File: src/hw/dpcw_pkg.sv
// package for the drive-profile command/state word block
// assumes a single 100 MHz clock domain and synchronous active-high reset
package dpcw_pkg;
    // ==========================================
    // command word bit positions
    localparam int CMD_PRESET_LSB = 0;
    localparam int CMD_PRESET_MSB = 1;
    localparam int CMD_RAMP_EN    = 2;
    localparam int CMD_NO_COAST   = 3;
    localparam int CMD_NO_QSTOP   = 4;
    localparam int CMD_USE_RAMP   = 5;
    localparam int CMD_START      = 6;
    localparam int CMD_RESET      = 7;
    localparam int CMD_JOG        = 8;
    localparam int CMD_RAMP2      = 9;
    localparam int CMD_VALID      = 10;
    localparam int CMD_RELAY1     = 11;
    localparam int CMD_RELAY2     = 12;
    localparam int CMD_SETUP2     = 13;
    localparam int CMD_REVERSE    = 15;
    // ==========================================
    // state word bit positions
    localparam int ST_CTRL_READY  = 0;
    localparam int ST_DRV_READY   = 1;
    localparam int ST_ENABLE      = 2;
    localparam int ST_TRIP        = 3;
    localparam int ST_ERROR       = 4;
    localparam int ST_TRIPLOCK    = 6;
    localparam int ST_WARNING     = 7;
    localparam int ST_AT_REF      = 8;
    localparam int ST_BUS_CTRL    = 9;
    localparam int ST_FREQ_OK     = 10;
    localparam int ST_IN_OP       = 11;
    localparam int ST_AUTO_START  = 12;
    localparam int ST_VOLT_EXC    = 13;
    localparam int ST_CURR_EXC    = 14;
    localparam int ST_THERM_EXC   = 15;
    // ==========================================
    // configuration option codes
    localparam logic [7:0] RELAY1_OPT      = 8'h24;
    localparam logic [7:0] RELAY2_OPT      = 8'h25;
    localparam logic [3:0] SETUP_MULTI_OPT = 4'h9;
    localparam logic [1:0] REV_SRC_DIGITAL = 2'h0;
    localparam logic [1:0] REV_SRC_BUS     = 2'h1;
    localparam logic [1:0] REV_SRC_OR      = 2'h2;
    localparam logic [1:0] REV_SRC_AND     = 2'h3;
    localparam logic [15:0] CMD_RESET_VAL  = 16'h0000;
    localparam logic [15:0] ST_RESET_VAL   = 16'h0000;
    localparam logic signed [15:0] REF_FULL_SCALE = 16'sh4000;

    typedef enum logic [2:0] {
        DPCW_STOP_NONE  = 3'b000,
        DPCW_STOP_COAST = 3'b001,
        DPCW_STOP_DCBRK = 3'b010,
        DPCW_STOP_QUICK = 3'b011,
        DPCW_STOP_RAMP  = 3'b100
    } dpcw_stop_t;

    typedef struct packed {
        logic [1:0] preset_sel;
        dpcw_stop_t stop_mode;
        logic       output_enable;
        logic       freeze;
        logic       jog;
        logic       ramp2;
        logic       relay1;
        logic       relay2;
        logic       setup2;
        logic       reverse;
        logic       trip_reset;
    } dpcw_cmd_t;

    typedef struct packed {
        logic ctrl_ready;
        logic drv_ready;
        logic tripped;
        logic error;
        logic triplock;
        logic warning;
        logic at_ref;
        logic bus_ctrl;
        logic freq_ok;
        logic running;
        logic auto_stop;
        logic volt_exc;
        logic curr_exc;
        logic therm_exc;
    } dpcw_flags_t;

    typedef struct packed {
        logic [7:0] relay1_func;
        logic [7:0] relay2_func;
        logic [3:0] active_setup;
        logic [1:0] rev_src;
    } dpcw_cfg_t;
endpackage

File: src/hw/dpcw_core.sv
// command word decoder and state word assembler for the drive profile
// assumes word writes arrive as a one-cycle strobe with data, flags are synchronous
// Behaviour
// - bits 1:0 pick one of four preset references
// - bit 2 low commands dc brake then stop, high ramps
// - bit 3 low disables output so motor coasts at once
// - bit 4 low requests quick stop on quick-stop ramp
// - bit 5 low freezes output frequency; only speed up/down inputs move it
// - while frozen only coast, dc brake or input stops act
// - bit 6 low ramps down to stop, high permits start
// - trip reset only on rising edge of bit 7
// - bit 8 high selects jog speed
// - bit 9 selects ramp set 1 or 2
// - whole word ignored unless bit 10 is high
// - relays follow bits 11, 12 only with relay options 36, 37
// - bit 13 selects set-up only under multi set-up option 9
// - bit 15 reverses only when reverse source is bus, or, and
// - state bit 0 set when controls ready, clear on trip
// - state bit 1 set when ready though coast active
// - state bit 2 low while coasting, high when start enabled
// - bits 3, 4, 6 report trip, error, triplock
// - state bit 5 has no function, reads zero
// - state bit 7 reports any warning
// - state bit 8 reports speed at reference
// - state bit 9 reports bus control allowed
// - state bit 11 reports start held without coast
// - bits 13, 14, 15 flag voltage, current, thermal limits
// - reference words are signed, 4000 hex is full scale
module dpcw_core (
    input  wire logic                  core_clk,
    input  wire logic                  rst,
    input  wire logic                  cmd_wr,
    input  wire logic [15:0]           drive_command_word,
    input  wire logic signed [15:0]    speed_ref_word,
    input  wire dpcw_pkg::dpcw_cfg_t   cfg,
    input  wire dpcw_pkg::dpcw_flags_t flags,
    input  wire logic                  din_stop,
    input  wire logic                  din_reverse,
    input  wire logic                  din_speed_up,
    input  wire logic                  din_speed_down,
    input  wire logic signed [15:0]    actual_freq_in,
    output logic [15:0]                drive_state_word,
    output logic signed [15:0]         actual_output_frequency_word,
    output logic signed [15:0]         speed_ref_reg,
    output dpcw_pkg::dpcw_cmd_t        cmd_reg,
    output logic                       stop_accepted_reg,
    output logic                       freq_step_up_reg,
    output logic                       freq_step_down_reg
);
    // ==========================================
    // command word latch
    logic [15:0] word_reg;
    logic        reset_bit_reg;
    logic        valid_wr;

    assign valid_wr = cmd_wr && drive_command_word[dpcw_pkg::CMD_VALID];

    always_ff @(posedge core_clk) begin
        if (rst) begin
            word_reg      <= dpcw_pkg::CMD_RESET_VAL;
            speed_ref_reg <= 16'sh0000;
        end else if (valid_wr) begin
            // bit 14 kept but never decoded
            word_reg      <= drive_command_word;
            speed_ref_reg <= speed_ref_word;
        end
    end

    // ==========================================
    // stop mode decode, coast has top priority
    function automatic dpcw_pkg::dpcw_stop_t stop_of(input logic [15:0] w);
        if (!w[dpcw_pkg::CMD_NO_COAST]) begin
            stop_of = dpcw_pkg::DPCW_STOP_COAST;
        end else if (!w[dpcw_pkg::CMD_RAMP_EN]) begin
            stop_of = dpcw_pkg::DPCW_STOP_DCBRK;
        end else if (!w[dpcw_pkg::CMD_NO_QSTOP]) begin
            stop_of = dpcw_pkg::DPCW_STOP_QUICK;
        end else if (!w[dpcw_pkg::CMD_START]) begin
            stop_of = dpcw_pkg::DPCW_STOP_RAMP;
        end else begin
            stop_of = dpcw_pkg::DPCW_STOP_NONE;
        end
    endfunction

    dpcw_pkg::dpcw_stop_t stop_raw;
    dpcw_pkg::dpcw_stop_t stop_eff;
    logic                 frozen;
    logic                 rev_bus;

    assign stop_raw = stop_of(word_reg);
    assign frozen   = !word_reg[dpcw_pkg::CMD_USE_RAMP];

    always_comb begin
        stop_eff = stop_raw;
        // ramp and quick stops cannot break a frozen frequency
        if (frozen && (stop_raw == dpcw_pkg::DPCW_STOP_QUICK
                       || stop_raw == dpcw_pkg::DPCW_STOP_RAMP)) begin
            stop_eff = dpcw_pkg::DPCW_STOP_NONE;
        end
    end

    always_comb begin
        case (cfg.rev_src)
            dpcw_pkg::REV_SRC_BUS: rev_bus = word_reg[dpcw_pkg::CMD_REVERSE];
            dpcw_pkg::REV_SRC_OR:  rev_bus = word_reg[dpcw_pkg::CMD_REVERSE] | din_reverse;
            dpcw_pkg::REV_SRC_AND: rev_bus = word_reg[dpcw_pkg::CMD_REVERSE] & din_reverse;
            default:               rev_bus = din_reverse;
        endcase
    end

    // ==========================================
    // decoded command outputs
    always_ff @(posedge core_clk) begin
        if (rst) begin
            cmd_reg <= '0;
        end else begin
            cmd_reg.preset_sel    <= word_reg[dpcw_pkg::CMD_PRESET_MSB:
                                              dpcw_pkg::CMD_PRESET_LSB];
            cmd_reg.stop_mode     <= stop_eff;
            cmd_reg.output_enable <= word_reg[dpcw_pkg::CMD_NO_COAST];
            cmd_reg.freeze        <= frozen;
            cmd_reg.jog           <= word_reg[dpcw_pkg::CMD_JOG];
            cmd_reg.ramp2         <= word_reg[dpcw_pkg::CMD_RAMP2];
            cmd_reg.relay1        <= word_reg[dpcw_pkg::CMD_RELAY1]
                                     && cfg.relay1_func == dpcw_pkg::RELAY1_OPT;
            cmd_reg.relay2        <= word_reg[dpcw_pkg::CMD_RELAY2]
                                     && cfg.relay2_func == dpcw_pkg::RELAY2_OPT;
            if (cfg.active_setup == dpcw_pkg::SETUP_MULTI_OPT) begin
                cmd_reg.setup2 <= word_reg[dpcw_pkg::CMD_SETUP2];
            end
            cmd_reg.reverse       <= rev_bus;
            cmd_reg.trip_reset    <= word_reg[dpcw_pkg::CMD_RESET] && !reset_bit_reg;
        end
    end

    // ==========================================
    // reset edge memory and frozen-mode side effects
    always_ff @(posedge core_clk) begin
        if (rst) begin
            reset_bit_reg <= 1'b0;
        end else begin
            reset_bit_reg <= word_reg[dpcw_pkg::CMD_RESET];
        end
    end

    always_ff @(posedge core_clk) begin
        if (rst) begin
            stop_accepted_reg  <= 1'b0;
            freq_step_up_reg   <= 1'b0;
            freq_step_down_reg <= 1'b0;
        end else begin
            stop_accepted_reg  <= (stop_eff != dpcw_pkg::DPCW_STOP_NONE) || din_stop;
            // only the speed up/down inputs may nudge a frozen frequency
            freq_step_up_reg   <= frozen && din_speed_up && !din_speed_down;
            freq_step_down_reg <= frozen && din_speed_down && !din_speed_up;
        end
    end

    // ==========================================
    // state word snapshot
    logic [15:0] state_next;

    always_comb begin
        state_next                            = dpcw_pkg::ST_RESET_VAL;
        state_next[dpcw_pkg::ST_CTRL_READY]   = flags.ctrl_ready && !flags.tripped;
        state_next[dpcw_pkg::ST_DRV_READY]    = flags.drv_ready;
        state_next[dpcw_pkg::ST_ENABLE]       = word_reg[dpcw_pkg::CMD_NO_COAST];
        state_next[dpcw_pkg::ST_TRIP]         = flags.tripped;
        state_next[dpcw_pkg::ST_ERROR]        = flags.error;
        state_next[dpcw_pkg::ST_TRIPLOCK]     = flags.triplock;
        state_next[dpcw_pkg::ST_WARNING]      = flags.warning;
        state_next[dpcw_pkg::ST_AT_REF]       = flags.at_ref;
        state_next[dpcw_pkg::ST_BUS_CTRL]     = flags.bus_ctrl;
        state_next[dpcw_pkg::ST_FREQ_OK]      = flags.freq_ok;
        state_next[dpcw_pkg::ST_IN_OP]        = flags.running
                                                && word_reg[dpcw_pkg::CMD_NO_COAST];
        state_next[dpcw_pkg::ST_AUTO_START]   = flags.auto_stop;
        state_next[dpcw_pkg::ST_VOLT_EXC]     = flags.volt_exc;
        state_next[dpcw_pkg::ST_CURR_EXC]     = flags.curr_exc;
        state_next[dpcw_pkg::ST_THERM_EXC]    = flags.therm_exc;
        // bit 5 stays at its reset value of zero
    end

    always_ff @(posedge core_clk) begin
        if (rst) begin
            drive_state_word             <= dpcw_pkg::ST_RESET_VAL;
            actual_output_frequency_word <= 16'sh0000;
        end else begin
            drive_state_word             <= state_next;
            actual_output_frequency_word <= actual_freq_in;
        end
    end
endmodule

File: config.mk
export PLATFORM = sky130hd
export DESIGN_NAME = dpcw_core
export DESIGN_NICKNAME = d
export VERILOG_FILES = /design/src/hw/dpcw_pkg.sv /design/src/hw/dpcw_core.sv
export SDC_FILE = /design/constraint.sdc
export NUM_CORES = 1
export LEC_CHECK = 0
export ABC_AREA = 1
export BUFFER_PORTS_ARGS = -buffer_cell sky130_fd_sc_hd__buf_2
export CAP_MARGIN = 10
export CORE_MARGIN = 5
export CORE_UTILIZATION = 45
export DETAILED_ROUTE_END_ITERATION = 7
export GPL_TIMING_DRIVEN = 0
export PLACE_DENSITY = 0.84
export SYNTH_ARGS = -nofsm -noshare
export SYNTH_HDL_FRONTEND = slang
export SYNTH_SLANG_ARGS = --single-unit
File: constraint.sdc
create_clock -name core_clk -period 1.3 [get_ports core_clk]
set_input_delay 0.195 -clock core_clk [delete_from_list [all_inputs] [get_ports core_clk]]
set_output_delay 0.195 -clock core_clk [all_outputs]
set_load 0.01 [all_outputs]
**Word-level counts from Yosys, hierarchy flattened**

Cells that the tools add are included.

- Word-level logic and storage cells: 55
- Output and inout port bits: 65
- Register bits after elaboration: 82
- Bits of input ports: 91

- Mux-type cells: 6
- Equality and inequality tests: 8
- Reduce and logical (&&, ||, !) cells: 19
- Bitwise gates (word level): 2

Operator list:

| cell | count |
|---|---|
| 8-bit by 6-bit equality test with 1-bit output (second input constant) | 2 |
| 3-bit 2-to-1 mux | 5 |
| 1-bit logical AND | 11 |
| 1-bit logical NOT | 5 |
| 2-bit equality test (second input constant) | 2 |
| 4-bit equality test (second input constant) | 1 |
| 3-bit by 2-bit equality test with 1-bit output (second input constant) | 1 |
| 3-bit equality test (second input constant) | 1 |
| 1-bit case mux with 3 select lines | 1 |
| 3-bit nonzero test | 1 |
| 2-bit by 1-bit equality test with 1-bit output (second input constant) | 1 |
| 1-bit logical OR | 2 |
| 1-bit bitwise AND | 1 |
| 1-bit OR | 1 |

**Longest topological paths before layout**

- Word-level depth: 10
- Gate-level depth with buffers: 6
- Mapped depth without buffers: 6

**Worst setup path before layout**

Ideal clock, no wire load.

- Kind: flip-flop to flip-flop
- Start point: register word_reg[3]
- End point: register stop_accepted_reg
- Cell stages (with the launch flop): 6
- Slack: 0.467 ns
- Library setup time: 0.113 ns
- Buffers on the path: 0
- Arrival: 0.720 ns
- Required time: 1.187 ns
- Clock period less this slack: 0.833 ns
- Cell sequence: dfxtp_1 -> nand4_1 -> nand2_1 -> nand2_1 -> nand3_1 -> nand2_1

- Longest elaborated chain between the ends: 7
- Elaborated cells on any way between the ends: 8
- Those cells by class: eq/ne (2); mux (2); reduce/logical (4)

RTL lines:

| what | line | source |
|---|---|---|
| start: declaration | dpcw_core.sv:52 | `logic [15:0] word_reg;` |
| start signal: assignment | dpcw_core.sv:60 | `word_reg <= dpcw_pkg::CMD_RESET_VAL;` |
| start signal: assignment | dpcw_core.sv:64 | `word_reg <= drive_command_word;` |
| 3-bit 2-to-1 mux * | dpcw_core.sv:72 | `if (!w[dpcw_pkg::CMD_NO_COAST]) begin` |
| 3-bit by 2-bit equality test with 1-bit output / 3-bit equality test (equally long branches) | dpcw_core.sv:96, dpcw_core.sv:97 |  |
| 1-bit logical OR | dpcw_core.sv:97 | `\|\| stop_raw == dpcw_pkg::DPCW_STOP_RAMP)) begin` |
| 1-bit logical AND | dpcw_core.sv:96 | `if (frozen && (stop_raw == dpcw_pkg::DPCW_STOP_QUICK` |
| 3-bit 2-to-1 mux * | dpcw_core.sv:96 |  |
| 3-bit nonzero test * | dpcw_core.sv:152 | `stop_accepted_reg <= (stop_eff != dpcw_pkg::DPCW_STOP_NONE) \|\| din_stop;` |
| 1-bit logical OR * | dpcw_core.sv:152 |  |
| end signal: assignment | dpcw_core.sv:152 |  |
| end: declaration | dpcw_core.sv:46 | `output logic stop_accepted_reg,` |

Mark *: on every way between the ends. The rest lies on a longest branch, timed or not.
A chain may end at the register's enable or synchronous reset.

**Worst setup path after layout**

- Start point: register drive_state_word[2]
- End point: output drive_state_word[2]

RTL lines:

| what | line | source |
|---|---|---|
| start: declaration | dpcw_core.sv:42 | `output logic [15:0] drive_state_word,` |
| start signal: assignment | dpcw_core.sv:186 | `drive_state_word <= dpcw_pkg::ST_RESET_VAL;` |
| start signal: assignment | dpcw_core.sv:189 | `drive_state_word <= state_next;` |

No word-level cell between the ends.

==> impl_metrics.tcl <==
set metrics [dict create \
    wirelength_um 6300 \
    timing.final.crit_share 0.816 \
    rows 27 \
    synthFlopType "dfxtp_1" \
    utilization 0.648 \
    rsz0062_at_grt "false" \
    cts_tree "done" \
    cp.required_ps 1110 \
    crit_path_max_incr_delay_ps 310 \
    clock-skew-final_ps 6.57 \
    drt-met1-wl_um 2520 \
    synth_nets 390 \
    clockBufferDepth 2 \
    route.detailed.wl_per_inst_um 11.7 \
    syn_inst 299 \
    grt_overflow 0 \
    drc 0 \
    core_sq_um 5470 \
    path_depth 2 \
    path_clk_slew_ps 70 \
    setup_viol 0 \
    peakVddDrop_mv 0.891 \
    netlist.area_leader.share 0.621 \
    vias 2335 \
    crit_path_end_kind "output port" \
    yosysTopAreaCell "dfxtp_1" \
    initial_core_util 0.459 \
    synth-edff-count 0 \
    yosysWarnings 0 \
    clockRootBuffer "clkbuf_8" \
    cts_max_level 3 \
    ys_ff_latch 78 \
    cts_resized 0 \
    crit_type "register to output port" \
    synth_commonest_cells "nor2_1 (83), dfxtp_1 (78), inv_1 (47)" \
    cts_sinks 78 \
    ys_types 19 \
    power.density_nw_per_um2 1320 \
    antennaDiodeCount 0 \
    top_layer "met4" \
    hold_depth 2 \
    crit_fanout 2 \
    die_width_um 84.7 \
    fin_tns_setup_ps 0 \
    io_pins 156 \
    status "finished, final reports clean" \
    cpLargestDelayFamily "flip-flops" \
    drv_slew 0 \
    grt_max_degree 13 \
    syn_area_per_cell_sq_um 8.41 \
    crit_slowest_cell "dfxtp_1" \
    r2r_cells 5 \
    avgViaCountPerCell 4.32 \
    clk_latency_ps 310 \
    dp_hpwl_um 5080 \
    finalCriticalPeriod_ps 1060 \
    synthTopCellsByArea "dfxtp_1 (62%), nor2_1 (12%), inv_1 (7.0%)" \
    area_delta_synth_final_pct 41.1 \
    place.gp.congestion 0.853 \
    synth-async-reset-ratio 0 \
    ys_seq_area_frac 0.621 \
    leakage_nw 1.94 \
    hold_viol 0 \
    wl_met3_um 862 \
    yosysMostFrequentCell "nor2_1" \
    postRouteAntennaNets 0 \
    first_iter_violations 61 \
    grt_pass1_wl_um 10500 \
    die-area_sq_um 7180 \
    grt_pass1_vias 2383 \
    drive_gt1_frac 0.393 \
    netlist_area_sq_um 2510 \
    cts_buffers 9 \
    arrival_ps 870 \
    antenna_found_initial 0 \
    cp_cell_sequence "buf_4, buf_2" \
    grt_use_total 0.180 \
    hp-class "input port to register" \
    postCtsSetupBuffers 0 \
    drv_cap 0 \
    layout.nets 554 \
    first_pass_iters 4 \
    portBuffers 153 \
    max_freq_mhz 943 \
    cts_hold_buf 0 \
    wl_met2_um 2880 \
    die_height_um 84.7 \
    cp-start-kind "register" \
    path_buf_inv 2 \
]
## power by group
part | total [W] | switching (W) | internal [W]
clock | 0.00158 | 0.000785 | 0.000798
combinational | 0.000543 | 0.000288 | 0.000255
sequential | 0.00257 | 0.0000481 | 0.00252
## area by class of cell
class | instances | area, sq um
plain buffers | 14 | 87.6
clock buffers | 13 | 159
clock inverters | 3 | 18.8
fillers | 491 | 1930
inverters | 49 | 184
multi-input cells | 158 | 681
flip-flops and latches | 78 | 1560
well taps | 72 | 90.1
repair buffers | 153 | 766
## cells in the final DEF (no fill, tap or decap), drive strengths merged
cell type and instances:
o21ai 33, a21oi 14, clkbuf 15, nor3 4, clkinv 3, nand4 4
nor2 83, inv 49, buf 165, dfxtp 78, nand3 7, nand2 11
conb 1, or2 1
## cell families (layout without fill, tap and decap cells)
group / count (synthesis) / count (layout) / share of synthesized area
flops: 78 / 78 / 0.621
simple gates: 110 / 110 / 0.176
buf+inv: 63 / 232 / 0.108
compound gates: 47 / 47 / 0.0936
other cells: 1 / 1 / 0.00149
## path summary, 6_finish.rpt
path	startpoint	to	slack [ps]
max	drive_state_word[2]	drive_state_word[2]	240
min	din_speed_up	freq_step_down_reg	60
max reg2reg	word_reg[3]	stop_accepted_reg	360
min reg2reg	reset_bit_reg	cmd_reg[0]	400
## per-layer routing
| layer | GRT usage | up-vias |
|---|---|---|
| met5 | 0 | - |
| met4 | 0.0561 | 0 |
| met3 | 0.0854 | 2 |
| met2 | 0.302 | 117 |
| met1 | 0.203 | 985 |
| li1 | - | 1231 |
## metrics by stage
step	worst slack, ps	instance area (sq um)	total power (W)	cells	hold WS (ps)
4_1_cts	213	3550	0.00475	540	41.4
3_3_place_gp	263	3370	0.00315	524	373
3_5_place_dp	238	3370	0.00318	524	386
5_1_grt	178	3550	0.00495	540	31.8
2_1_floorplan	467	2510	0.00289	299	273
6_report	240	3550	0.00470	540	60.2
Note: power is estimated with default switching activity, not from simulation.
